[src/adc_corr_pkg.sv]
// Package with register map, reset values and timing counts of the correction datapath
package adc_corr_pkg;
	// Printed offsets are register indices; byte address is four times the index
	localparam logic [7:0] IDX_CH0_OFFSET = 8'h0E;
	localparam logic [7:0] IDX_CH0_GAIN = 8'h11;
	localparam logic [7:0] IDX_CH1_OFFSET = 8'h14;
	localparam logic [7:0] IDX_CH1_GAIN = 8'h17;
	localparam logic [7:0] IDX_TEMPCO = 8'h1A;
	localparam logic [7:0] IDX_CONTROL = 8'h20;
	localparam logic [7:0] IDX_STATUS = 8'h21;
	localparam int CTRL_OFFSET_EN_BIT = 0;
	localparam int CTRL_GAIN_EN_BIT = 1;
	localparam logic [23:0] OFFSET_RESET = 24'h000000;
	localparam logic [23:0] GAIN_RESET = 24'h000000;
	localparam logic [7:0] TEMPCO_RESET = 8'h42;
	localparam logic [1:0] CONTROL_RESET = 2'h0;
	localparam int GAIN_FRAC_BITS = 23;
	localparam int GAIN_DELAY_CYCLES = 24;
	localparam int CODE_WIDTH = 24;
	typedef enum logic [1:0] {
		BUS_IDLE = 2'b00,
		BUS_ANSWER = 2'b01
	} bus_state_t;
endpackage : adc_corr_pkg

[src/adc_offset_gain_correction.sv]
// Two-channel offset and gain correction datapath with its trim registers
//
// Functional notes
// - With offset enabled, add the channel offset trim to the raw code.
// - Offset trim is 24-bit two's complement, added as a signed value.
// - Disabled corrections ignore stored trims, which stay intact and read back.
// - Gain trim is 24-bit signed, spanning -1x to just under +1x.
// - With gain enabled, multiply the code by one plus the gain trim.
// - Gain multiplication acts on the offset-corrected code, never before it.
// - One gain trim step changes the multiplier by two to the minus 23.
// - An 8-bit read/write reference temperature-coefficient trim register exists.
// - That trim register resets to 0x42.
// - One offset enable covers both channels and adds no delay.
// - One gain enable covers both channels and delays data and ready 24 clocks.
//
// The Avalon-MM register port was left to the implementer.
`timescale 1ns/1ps
`default_nettype none
module adc_offset_gain_correction
	import adc_corr_pkg::*;
#(
	parameter int DATA_W = CODE_WIDTH,
	parameter int GAIN_DELAY = GAIN_DELAY_CYCLES
) (
	// Clock, reset and clock enable
	input wire logic clk,
	input wire logic rstn,
	input wire logic ce,
	// Avalon-MM slave, word addressed in bytes
	input wire logic [9:0] address,
	input wire logic read,
	input wire logic write,
	input wire logic [31:0] writedata,
	input wire logic [3:0] byteenable,
	output logic [31:0] readdata,
	output logic waitrequest,
	// Raw codes from the decimation filters
	input wire logic [DATA_W-1:0] ch0Raw,
	input wire logic [DATA_W-1:0] ch1Raw,
	input wire logic rawValid,
	// Corrected codes towards the output path
	output logic [DATA_W-1:0] ch0Code,
	output logic [DATA_W-1:0] ch1Code,
	output logic codeValid,
	// Trim value handed to the reference block
	output logic [7:0] tempcoTrim
);
	typedef struct packed {
		bus_state_t bus;
		logic [31:0] rdata;
		logic [DATA_W-1:0] ch0Off;
		logic [DATA_W-1:0] ch0Gain;
		logic [DATA_W-1:0] ch1Off;
		logic [DATA_W-1:0] ch1Gain;
		logic [7:0] tempco;
		logic offsetEn;
		logic gainEn;
		logic [DATA_W-1:0] ch0Out;
		logic [DATA_W-1:0] ch1Out;
		logic valid;
	} top_state_t;
	top_state_t state_ff;
	top_state_t nxt_state;
	localparam int DW = 2 * DATA_W + 1;

	logic [DATA_W-1:0] ch0OffCode;
	logic [DATA_W-1:0] ch1OffCode;
	logic [DATA_W-1:0] ch0GainCode;
	logic [DATA_W-1:0] ch1GainCode;
	logic [DW-1:0] delayIn;
	logic [DW-1:0] delayOut;
	logic [7:0] index;
	logic [31:0] rdMux;

	// Trims are fixed at the code width; the latency check below needs a short plain delay
	if (DATA_W != CODE_WIDTH) begin : g_bad_width
		$error("DATA_W must equal the trim width");
	end
	if (GAIN_DELAY < 1 || GAIN_DELAY > 299) begin : g_bad_delay
		$error("GAIN_DELAY must lie between 1 and 299");
	end

	sat_offset_gain #(
		.W(DATA_W),
		.FRAC(GAIN_FRAC_BITS)
	) u_ch0 (
		.rawCode(ch0Raw),
		.offsetTrim(state_ff.ch0Off),
		.gainTrim(state_ff.ch0Gain),
		.offsetEn(state_ff.offsetEn),
		.gainEn(state_ff.gainEn),
		.offsetCode(ch0OffCode),
		.gainCode(ch0GainCode)
	);
	sat_offset_gain #(
		.W(DATA_W),
		.FRAC(GAIN_FRAC_BITS)
	) u_ch1 (
		.rawCode(ch1Raw),
		.offsetTrim(state_ff.ch1Off),
		.gainTrim(state_ff.ch1Gain),
		.offsetEn(state_ff.offsetEn),
		.gainEn(state_ff.gainEn),
		.offsetCode(ch1OffCode),
		.gainCode(ch1GainCode)
	);

	// Gain path pays a fixed latency; strobe travels with its data
	assign delayIn = {rawValid, ch1GainCode, ch0GainCode};
	delay_line #(
		.W(DW),
		.DEPTH(GAIN_DELAY)
	) u_delay (
		.clk(clk),
		.rstn(rstn),
		.ce(ce),
		.din(delayIn),
		.dout(delayOut)
	);

	assign index = address[9:2];

	always_comb begin
		rdMux = 32'h00000000;
		case (index)
			IDX_CH0_OFFSET: rdMux = {8'h00, state_ff.ch0Off};
			IDX_CH0_GAIN: rdMux = {8'h00, state_ff.ch0Gain};
			IDX_CH1_OFFSET: rdMux = {8'h00, state_ff.ch1Off};
			IDX_CH1_GAIN: rdMux = {8'h00, state_ff.ch1Gain};
			IDX_TEMPCO: rdMux = {24'h000000, state_ff.tempco};
			IDX_CONTROL: rdMux = {30'h00000000, state_ff.gainEn, state_ff.offsetEn};
			IDX_STATUS: rdMux = {31'h00000000, state_ff.valid};
			default: rdMux = 32'h00000000;
		endcase
	end

	function automatic logic [23:0] merge24(input logic [23:0] old, input logic [31:0] wd,
			input logic [3:0] be);
		logic [23:0] r;
		r = old;
		for (int b = 0; b < 3; b++) begin
			if (be[b]) begin
				r[8*b +: 8] = wd[8*b +: 8];
			end
		end
		return r;
	endfunction : merge24

	always_comb begin
		nxt_state = state_ff;
		case (state_ff.bus)
			BUS_IDLE: begin
				// One wait cycle lets read data come from a flop
				if (read || write) begin
					nxt_state.bus = BUS_ANSWER;
					nxt_state.rdata = rdMux;
				end
			end
			BUS_ANSWER: begin
				nxt_state.bus = BUS_IDLE;
				if (write) begin
					case (index)
						IDX_CH0_OFFSET: nxt_state.ch0Off = merge24(state_ff.ch0Off, writedata, byteenable);
						IDX_CH0_GAIN: nxt_state.ch0Gain = merge24(state_ff.ch0Gain, writedata, byteenable);
						IDX_CH1_OFFSET: nxt_state.ch1Off = merge24(state_ff.ch1Off, writedata, byteenable);
						IDX_CH1_GAIN: nxt_state.ch1Gain = merge24(state_ff.ch1Gain, writedata, byteenable);
						IDX_TEMPCO: begin
							if (byteenable[0]) nxt_state.tempco = writedata[7:0];
						end
						IDX_CONTROL: begin
							if (byteenable[0]) begin
								nxt_state.offsetEn = writedata[CTRL_OFFSET_EN_BIT];
								nxt_state.gainEn = writedata[CTRL_GAIN_EN_BIT];
							end
						end
						default: begin
						end
					endcase
				end
			end
			default: nxt_state.bus = BUS_IDLE;
		endcase
		// Output stage: gain mode takes the delayed path, offset mode none
		if (state_ff.gainEn) begin
			nxt_state.ch0Out = delayOut[DATA_W-1:0];
			nxt_state.ch1Out = delayOut[2*DATA_W-1:DATA_W];
			nxt_state.valid = delayOut[DW-1];
		end else begin
			nxt_state.ch0Out = ch0OffCode;
			nxt_state.ch1Out = ch1OffCode;
			nxt_state.valid = rawValid;
		end
	end

	always_ff @(posedge clk or negedge rstn) begin
		if (!rstn) begin
			state_ff.bus <= BUS_IDLE;
			state_ff.rdata <= 32'h00000000;
			state_ff.ch0Off <= OFFSET_RESET;
			state_ff.ch0Gain <= GAIN_RESET;
			state_ff.ch1Off <= OFFSET_RESET;
			state_ff.ch1Gain <= GAIN_RESET;
			state_ff.tempco <= TEMPCO_RESET;
			state_ff.offsetEn <= CONTROL_RESET[CTRL_OFFSET_EN_BIT];
			state_ff.gainEn <= CONTROL_RESET[CTRL_GAIN_EN_BIT];
			state_ff.ch0Out <= '0;
			state_ff.ch1Out <= '0;
			state_ff.valid <= 1'b0;
		end else if (ce) begin
			state_ff <= nxt_state;
		end
	end

	assign waitrequest = (read || write) && (state_ff.bus != BUS_ANSWER);
	assign readdata = state_ff.rdata;
	assign ch0Code = state_ff.ch0Out;
	assign ch1Code = state_ff.ch1Out;
	assign codeValid = state_ff.valid;
	assign tempcoTrim = state_ff.tempco;
endmodule : adc_offset_gain_correction
`default_nettype wire

[src/sat_offset_gain.sv]
// One channel of offset addition, gain multiplication and saturation
`timescale 1ns/1ps
`default_nettype none
module sat_offset_gain
	import adc_corr_pkg::*;
#(
	parameter int W = 24,
	parameter int FRAC = 23
) (
	// Operands
	input wire logic [W-1:0] rawCode,
	input wire logic [W-1:0] offsetTrim,
	input wire logic [W-1:0] gainTrim,
	input wire logic offsetEn,
	input wire logic gainEn,
	// Results
	output logic [W-1:0] offsetCode,
	output logic [W-1:0] gainCode
);
	localparam logic signed [W+1:0] MAXV = (W+2)'((1 <<< (W-1)) - 1);
	localparam logic signed [W+1:0] MINV = -(W+2)'(1 <<< (W-1));
	localparam logic signed [2*W+2:0] MAXP = (2*W+3)'(MAXV);
	localparam logic signed [2*W+2:0] MINP = (2*W+3)'(MINV);
	logic signed [W+1:0] sum;
	logic signed [W+1:0] factor;
	logic signed [2*W+2:0] prod;
	logic signed [2*W+2:0] scaled;
	// The fraction must leave at least one integer bit for the unity term
	if (W < 2 || FRAC >= W) begin : g_bad_widths
		$error("sat_offset_gain: bad widths");
	end
	always_comb begin
		sum = (W+2)'(signed'(rawCode));
		if (offsetEn) begin
			sum = sum + (W+2)'(signed'(offsetTrim));
		end
		if (sum > MAXV) begin
			offsetCode = MAXV[W-1:0];
		end else if (sum < MINV) begin
			offsetCode = MINV[W-1:0];
		end else begin
			offsetCode = sum[W-1:0];
		end
		// Factor is 1 + trim with FRAC fractional bits, range 0 .. nearly 2
		factor = (W+2)'(signed'(gainTrim)) + (W+2)'(1 <<< FRAC);
		prod = (2*W+3)'(signed'(offsetCode)) * (2*W+3)'(factor);
		scaled = prod >>> FRAC;
		if (!gainEn) begin
			gainCode = offsetCode;
		end else if (scaled > MAXP) begin
			gainCode = MAXP[W-1:0];
		end else if (scaled < MINP) begin
			gainCode = MINP[W-1:0];
		end else begin
			gainCode = scaled[W-1:0];
		end
	end
endmodule : sat_offset_gain
`default_nettype wire

[src/delay_line.sv]
// Fixed-length delay line for code words with their ready strobe
`timescale 1ns/1ps
`default_nettype none
module delay_line #(
	parameter int W = 49,
	parameter int DEPTH = 24
) (
	// Clock and reset
	input wire logic clk,
	input wire logic rstn,
	input wire logic ce,
	// Data
	input wire logic [W-1:0] din,
	output logic [W-1:0] dout
);
	typedef struct packed {
		logic [DEPTH-1:0][W-1:0] stage;
	} dl_state_t;
	dl_state_t state_ff;
	dl_state_t nxt_state;
	if (DEPTH < 1 || W < 1) begin : g_bad_size
		$error("delay_line: bad size");
	end
	always_comb begin
		nxt_state = state_ff;
		nxt_state.stage[0] = din;
		for (int i = 1; i < DEPTH; i++) begin
			nxt_state.stage[i] = state_ff.stage[i-1];
		end
	end
	always_ff @(posedge clk or negedge rstn) begin
		if (!rstn) begin
			state_ff <= '0;
		end else if (ce) begin
			state_ff <= nxt_state;
		end
	end
	assign dout = state_ff.stage[DEPTH-1];
endmodule : delay_line
`default_nettype wire

[config.mk]
export PLATFORM = sky130hd
export DESIGN_NAME = adc_offset_gain_correction
export DESIGN_NICKNAME = d
export VERILOG_FILES = /design/src/adc_corr_pkg.sv /design/src/adc_offset_gain_correction.sv /design/src/sat_offset_gain.sv /design/src/delay_line.sv
export SDC_FILE = /design/constraint.sdc
export NUM_CORES = 2
export LEC_CHECK = 0
export ABC_CLOCK_PERIOD_IN_PS = 10550
export BUFFER_PORTS_ARGS = -buffer_cell sky130_fd_sc_hd__buf_4
export CELL_PAD_IN_SITES_DETAIL_PLACEMENT = 0
export CELL_PAD_IN_SITES_GLOBAL_PLACEMENT = 1
export CORE_MARGIN = 3
export CORE_UTILIZATION = 30
export DETAILED_ROUTE_END_ITERATION = 6
export PLACE_DENSITY = 0.58
export REMOVE_ABC_BUFFERS = 1
export SYNTH_ARGS = -nofsm -noshare
export SYNTH_HDL_FRONTEND = slang
export SYNTH_SLANG_ARGS = --single-unit
[constraint.sdc]
create_clock -name clk -period 10.55 [get_ports clk]
set_input_delay 2.11 -clock clk [delete_from_list [all_inputs] [get_ports clk]]
set_output_delay 2.11 -clock clk [all_outputs]
set_load 0.02 [all_outputs]
## Word-level counts from Yosys, hierarchy flattened

Index checks and enable logic that the tools add are counted.

- Add/sub/neg operators: 4
- $lt $le $gt $ge: 8
- Equality and inequality tests: 10
- Muxes and demuxes: 16
- Reductions and logical operators: 19
- Multiply operators: 2

Operator list:

| kind | count |
|---|---|
| 2-to-1 mux 24 bit | 10 |
| case mux 24 bit (7 select lines) | 1 |
| multiplier 24 x 26 -> 50 bit | 2 |
| AND reduction 5 bit | 14 |
| > comparator 27 x 24 -> 1 bit (second input constant) | 2 |
| < comparator 27 x 24 -> 1 bit (second input constant) | 2 |
| adder 24 x 25 -> 26 bit (second input constant) | 2 |
| > comparator 26 x 24 -> 1 bit (second input constant) | 2 |
| < comparator 26 x 24 -> 1 bit (second input constant) | 2 |
| 2-to-1 mux 26 bit | 2 |
| adder 24 x 24 -> 25 bit | 2 |
| 2-to-1 mux 49 bit | 1 |
| 2-to-1 mux 34 bit | 1 |
| == test 8 x 5 -> 1 bit (second input constant) | 4 |
| == test 8 x 6 -> 1 bit (second input constant) | 2 |
| == test 8 x 4 -> 1 bit (second input constant) | 1 |
| AND reduction 3 bit | 1 |
| == test 2 x 1 -> 1 bit (second input constant) | 1 |
| zero test 2 bit | 1 |
| 2-to-1 mux 2 bit | 1 |
| inequality test 2 x 1 -> 1 bit (second input constant) | 1 |
| inequality test 2 bit (second input constant) | 1 |
| AND reduction 2 bit | 1 |
| logical AND 1 bit | 1 |
| logical OR 1 bit | 1 |

- Input bits: 100
- Logic and storage cells: 103
- Register bits: 1,365

## Depth between registers and ports, before layout

- Word-level depth: 10
- Depth in mapped cells: 44
- Gate-level depth less buffers: 41

## By module

A second synthesis with hierarchy kept.

- Cells, all modules: 8,336
- Area total of the unflattened synthesis: 96,458.8 µm²

Modules (own cells, without submodules):

| module | seq. area each (µm²) | area an instance (µm²) | instances | cells each |
|---|---|---|---|---|
| delay_line | 29,428.2 | 44,189.9 | 1 | 2,483 |
| sat_offset_gain (u_ch1) | 0.0 | 22,006.1 | 1 | 2,592 |
| sat_offset_gain (u_ch0) | 0.0 | 21,370.5 | 1 | 2,517 |
| adc_offset_gain_correction | 4,506.8 | 8,892.3 | 1 | 744 |

## Worst setup path after synthesis

OpenSTA, ideal clock, no wires.

- Path kind: input-to-reg
- Start: in ch1Raw[21]
- End: reg u_delay.state_ff (netlist bit u_delay.nxt_state[93])
- Stages: 40
- Arrival: 11.637 ns
- Path slack: -1.226 ns
- Setup time: 0.140 ns
- Cells stage by stage: ha_1 and2_1 and4_1 a21o_1 a41oi_2 nand3_1 o2bb2ai_2 clkbuf_1 clkbuf_1 a21oi_1 a21oi_1 clkbuf_1 nand2_1 fa_1 fa_1 fa_1 inv_1 fa_1 (+4 left out) inv_1 fa_1 inv_1 ha_1 and3_1 nand2_1 nor2_1 o21a_1 o21ai_0 a2111o_1 a21oi_1 a31oi_2 o41ai_2 xor2_1 or3_1 a21oi_4 buf_6 o22ai_1

- Cells in the longest elaborated chain, start to end: 10
- Elaborated cells on any way between the ends: 12
- Classes of those cells: add/sub: 1; mul: 1; order compare: 4; mux: 6

Ends and longest elaborated chain:

| element | RTL line | RTL |
|---|---|---|
| start, declared | adc_offset_gain_correction.sv:39 | `input wire logic [DATA_W-1:0] ch1Raw,` |
| adder 24 x 24 -> 25 bit | sat_offset_gain.sv:35 | `sum = sum + (W+2)'(signed'(offsetTrim));` |
| 2-to-1 mux 26 bit * | sat_offset_gain.sv:34 | `if (offsetEn) begin` |
| < comparator 26 x 24 -> 1 bit | sat_offset_gain.sv:39 | `end else if (sum < MINV) begin` |
| 2-to-1 mux 24 bit | sat_offset_gain.sv:39 |  |
| 2-to-1 mux 24 bit * | sat_offset_gain.sv:37 | `if (sum > MAXV) begin` |
| multiplier 24 x 26 -> 50 bit | sat_offset_gain.sv:46 | `prod = (2*W+3)'(signed'(offsetCode)) * (2*W+3)'(factor);` |
| < comparator 27 x 24 -> 1 bit | sat_offset_gain.sv:52 | `end else if (scaled < MINP) begin` |
| 2-to-1 mux 24 bit | sat_offset_gain.sv:52 |  |
| 2-to-1 mux 24 bit | sat_offset_gain.sv:50 | `end else if (scaled > MAXP) begin` |
| 2-to-1 mux 24 bit * | sat_offset_gain.sv:48 | `if (!gainEn) begin` |
| end signal, assigned | delay_line.sv:35 | `state_ff <= nxt_state;` |
| end, declared | delay_line.sv:19 | `dl_state_t state_ff;` |

Mark *: on every way between the ends. The rest lies on a longest branch, timed or not.
A chain may end at the register's enable or synchronous reset.

## Worst setup path in the final report

- Start: in ch1Raw[0]
- End: reg u_delay.state_ff (netlist bit u_delay.nxt_state[87])

Same word-level chain as after synthesis.

==> impl_table.tex <==
\begin{tabular}{lr}
\hline
Metric & Value \\
\hline
\multicolumn{2}{l}{\textbf{Run status}} \\
\quad Result of the run & finished, violations left \\
\quad Failing checks & setup timing \\
\multicolumn{2}{l}{\textbf{Critical path}} \\
\quad Critical Path AT & 11.72 ns \\
\quad Cell with the biggest individual delay on the critical path & sky130\_fd\_sc\_hd\_\_fa\_2 \\
\quad Setup CP Type & input port to register \\
\quad Crit end category & register \\
\quad Worst reg2reg path startpoint & state\_ff[131] \\
\quad Largest stage delay, worst path & 0.59 ns \\
\quad Worst reg-to-reg path cell count & 45 \\
\quad Capture point of the worst reg-to-reg path & u\_delay.nxt\_state[61] \\
\quad Startpoint type of the worst setup path & input port \\
\quad Worst endpoint required time & 11.23 ns \\
\quad CP bufs+invs & 17 \\
\quad Max Fanout on Critical Path & 8 \\
\quad CP delay by family, top & adder cells \\
\quad Reg-to-reg slack, setup & 0.39 ns \\
\multicolumn{2}{l}{\textbf{Power}} \\
\quad Pwr Total & 18.19 mW \\
\quad Internal power & 13.13 mW \\
\quad Power per cell area & 160.2 mW/mm2 \\
\quad Combinational Power Share & 0.246 \\
\quad Share of total power in the clock network & 0.289 \\
\quad Sequential Power Share & 0.465 \\
\quad Switching power & 5.059 mW \\
\quad Switching share of power & 0.2781 \\
\quad Leakage power & 52.64 nW \\
\quad Maximum vdd drop & 0.1680 mV \\
\multicolumn{2}{l}{\textbf{Floorplan}} \\
\quad Row cnt & 205 \\
\quad Overall die width & 566.7 um \\
\quad Initial core utilization & 0.3019 \\
\quad Die span in y & 566.7 um \\
\quad I/O pin total & 190 \\
\quad Die area & 0.3211 mm2 \\
\quad CORE AREA & 0.3124 mm2 \\
\multicolumn{2}{l}{\textbf{Detailed routing}} \\
\quad Routed length per placed instance & 19.04 um \\
\quad DRC & 0 \\
\quad Remaining antenna violation count after routing & 0 \\
\quad Number of vias per cell & 4.664 \\
\quad First drt pass iteration count & 7 \\
\quad Initial DRC count & 3283 \\
\quad Total routed wirelength & 252800 um \\
\quad Via count & 61904 \\
\multicolumn{2}{l}{\textbf{Hold path}} \\
\quad Class of the most critical hold timing path & register to register \\
\quad Worst hold stages & 1 \\
\quad Endpoint with the worst hold slack & u\_delay.nxt\_state[237] \\
\quad Beginning of the worst hold path & u\_delay.nxt\_state[188] \\
\multicolumn{2}{l}{\textbf{Timing}} \\
\quad FMAX & 90.61 MHz \\
\quad Worst Hold Slack & 0.4346 ns \\
\quad Tmin final & 11.04 ns \\
\quad Worst clock skew & 0.07907 ns \\
\quad Count of final max-slew check failures & 0 \\
\quad Slew at the pin closest to its max-slew limit & 1.139 ns \\
\quad Setup violators final & 47 \\
\quad Rel. slew slack & 0.2406 \\
\quad Setup repair after global routing missed its margin & true \\
\quad Total count of hold-check failures in the final report & 0 \\
\quad Share of the clock period used by the worst path & 1.046 \\
\quad Final setup slack of the worst path & -0.4857 ns \\
\multicolumn{2}{l}{\textbf{GRT}} \\
\quad Wire length of the first global-routing pass & 399400 um \\
\quad Via count of the first global-routing pass & 67726 \\
\quad Pin count of the biggest net entering global routing & 209 \\
\quad Overflow after GRT & 0 \\
\quad Global-route usage over all layers & 0.1579 \\
\quad Number of antenna violations at the first check in global routing & 11 \\
\multicolumn{2}{l}{\textbf{Clocking}} \\
\quad Later-pin clock latency in the skew report & 0.82 ns \\
\quad Clock sinks & 1356 \\
\quad Inserted Clock Buffers & 151 \\
\quad Total number of H-tree levels & 4 \\
\quad Clock-pin slew reported for the worst setup and hold paths after clock tree synthesis & 0.06 ns \\
\quad CTS root buf & sky130\_fd\_sc\_hd\_\_clkbuf\_16 \\
\quad TritonCTS clock tree & done \\
\quad Maximum buffer depth of the clock tree & 4 \\
\quad Number of buffers inserted for hold repair after clock tree synthesis & 0 \\
\multicolumn{2}{l}{\textbf{Placement}} \\
\quad Hpwl dp & 187000 um \\
\quad Port bufs & 170 \\
\quad Cell count after placement & 12895 \\
\quad GP Congestion & 0.8519 \\
\multicolumn{2}{l}{\textbf{Logic synthesis}} \\
\quad Post-Synthesis Cell Area & 0.09430 mm2 \\
\quad Gate count after technology mapping & 8327 \\
\quad Sequential area share after synthesis & 0.3598 \\
\quad Synthesized flop and latch total & 1356 \\
\quad EDFF count, synth & 0 \\
\quad Syn. warnings & 0 \\
\quad Average cell area after synthesis & 11.33 um2 \\
\quad Cell taking the most area after synthesis & sky130\_fd\_sc\_hd\_\_dfrtp\_1 \\
\quad Primary FF master, synth & sky130\_fd\_sc\_hd\_\_dfrtp\_1 \\
\quad Number of distinct library cells after synthesis & 93 \\
\quad Share of async-settable or async-resettable flops after synthesis & 1.000 \\
\quad Top area cells in the synthesized netlist & sky130\_fd\_sc\_hd\_\_dfrtp\_1 36\%, sky130\_fd\_sc\_hd\_\_fa\_1 20\%, sky130\_fd\_sc\_hd\_\_mux2\_2 15\%, sky130\_fd\_sc\_hd\_\_ha\_1 6.0\%, sky130\_fd\_sc\_hd\_\_inv\_1 4.5\% \\
\quad Post-synth top area share & 0.3593 \\
\multicolumn{2}{l}{\textbf{Final layout}} \\
\quad Cell Count, Final, Fillers Out & 13274 \\
\quad Most common cell after layout, fill and taps aside & sky130\_fd\_sc\_hd\_\_dfrtp\_1 \\
\quad Area growth syn-to-layout & 20.40\% \\
\quad Number of nets in the layout & 10536 \\
\quad Share of final-layout standard cells stronger than drive strength 1 & 0.3220 \\
\quad Highest-count cells in the layout ignoring fill and taps & 1350 x sky130\_fd\_sc\_hd\_\_dfrtp\_1, 1236 x sky130\_fd\_sc\_hd\_\_mux2\_2, 1111 x sky130\_fd\_sc\_hd\_\_inv\_1 \\
\quad \# fillers & 30816 \\
\multicolumn{2}{l}{\textbf{Run}} \\
\quad Number of violations of the max-capacitance limit & 0 \\
\hline
\end{tabular}
==> Yosys cell counts, types with 17 or more instances <==
master / n
sky130_fd_sc_hd__a22o_1: 17
sky130_fd_sc_hd__nand4_1: 38
sky130_fd_sc_hd__or2_2: 36
sky130_fd_sc_hd__mux2_2: 1237
sky130_fd_sc_hd__a21o_1: 105
sky130_fd_sc_hd__fa_1: 964
sky130_fd_sc_hd__and3_1: 31
sky130_fd_sc_hd__nor2b_1: 120
sky130_fd_sc_hd__and2_1: 432
sky130_fd_sc_hd__xor2_1: 33
sky130_fd_sc_hd__clkbuf_1: 413
sky130_fd_sc_hd__o21ai_1: 37
sky130_fd_sc_hd__mux2i_1: 39
sky130_fd_sc_hd__o22ai_1: 22
sky130_fd_sc_hd__inv_1: 1138
sky130_fd_sc_hd__a221oi_1: 23
sky130_fd_sc_hd__o21ai_0: 125
sky130_fd_sc_hd__o21bai_1: 31
sky130_fd_sc_hd__ha_1: 452
sky130_fd_sc_hd__xnor2_1: 53
sky130_fd_sc_hd__a21oi_1: 279
sky130_fd_sc_hd__nand2_1: 702
sky130_fd_sc_hd__a211oi_1: 24
sky130_fd_sc_hd__buf_4: 93
sky130_fd_sc_hd__nor3_1: 23
sky130_fd_sc_hd__nand3_1: 34
sky130_fd_sc_hd__nand2b_1: 42
sky130_fd_sc_hd__dfrtp_1: 1354
sky130_fd_sc_hd__nor2_1: 223
==> power groups by stage <==
| stage | logic, mW | registers, mW | clock network, mW |
|---|---|---|---|
| floorplan | 2.84 | 8.27 | 0 |
| detailed placement | 4.31 | 8.59 | 0 |
| global placement | 4.20 | 8.49 | 0 |
| CTS | 4.50 | 8.50 | 5.47 |
| finish | 4.47 | 8.47 | 5.25 |
| global route | 4.96 | 8.77 | 5.68 |
==> per-layer routing <==
layer  wire length, um  global-route usage
met1            112700              0.2104
met2            123400              0.2709
met3              9699             0.01854
met5                26                   0
met4              6954             0.04240
==> how the worst max path moves through the flow <==
stage                     cells past startpoint      start                    end
after floorplan                              33  ch1Raw[6]  u_delay.nxt_state[73]
after global placement                       44  ch0Raw[0]  u_delay.nxt_state[50]
final                                        48  ch1Raw[0]  u_delay.nxt_state[87]
after CTS                                    45  ch0Raw[0]  u_delay.nxt_state[57]
after global routing                         45  ch1Raw[0]  u_delay.nxt_state[88]
after detailed placement                     44  ch0Raw[0]  u_delay.nxt_state[50]
==> cells by family after synthesis <==
kind of cell / after synthesis / share of synthesized area
and+or+nand+nor: 1726 / 0.08999
buffers and inverters: 1656 / 0.06984
adders and majority gates: 1416 / 0.2646
DFF: 1356 / 0.3598
muxes: 1276 / 0.1518
AOI/OAI and AO/OA: 809 / 0.05566
xor gates and xnor gates: 87 / 0.008160
other: 1 / 0.00003976
==> state kept, by name, summed over array words and instances (netlist names) <==
register / count
state_ff: 99
ch1Code: 24
codeValid: 1
u_delay.nxt_state: 1127
tempcoTrim: 8
ch0Code: 24
readdata: 24
u_delay.dout: 49
==> stage by stage <==
| step | worst slack, ns | area (um2) | TNS [ns] | utilization |
|---|---|---|---|---|
| 6_report | -0.4857 | 113500 | -19.77 | 0.3634 |
| 5_1_grt | -0.7683 | 113500 | -32.78 | 0.3634 |
| 4_1_cts | -0.4875 | 112500 | -17.91 | 0.3600 |
| 3_5_place_dp | -2.042 | 105100 | -86.82 | 0.3363 |
| 3_3_place_gp | -1.930 | 105100 | -84.45 | 0.3363 |
| 2_1_floorplan | -2.419 | 92020 | -103.76 | - |
==> worst reg2reg max path, delay by kind of cell, from the launching register on <==
family,cells,cell delay (ns)
compound gates,18,3.49
xor+xnor,2,0.21
fa+ha+maj,10,4.17
buf+inv,11,1.18
flops,1,0.53
simple gates,4,0.48
==> final cells by class <==
type / instances / area (um2) / area share
well taps: 4140 / 5180 / 0.04562
flip-flops and latches: 1356 / 33940 / 0.2989
multi-input cells: 5323 / 55910 / 0.4924
diodes: 10 / 25.02 / 0.0002204
clock inverters: 44 / 565.5 / 0.004981
inverters: 1138 / 4274 / 0.03764
repair buffers: 1050 / 9276 / 0.08170
clock buffers: 213 / 4367 / 0.03846
==> repair_timing <==
item,4_1_cts,5_1_grt
endpoints found under the setup margin,48,48
buffers inserted,78,45
pin swaps,162,163
resized for setup,339,184
cloned,9,2
endpoints found under the hold margin,0,0
(Power assumes the default switching activity.)
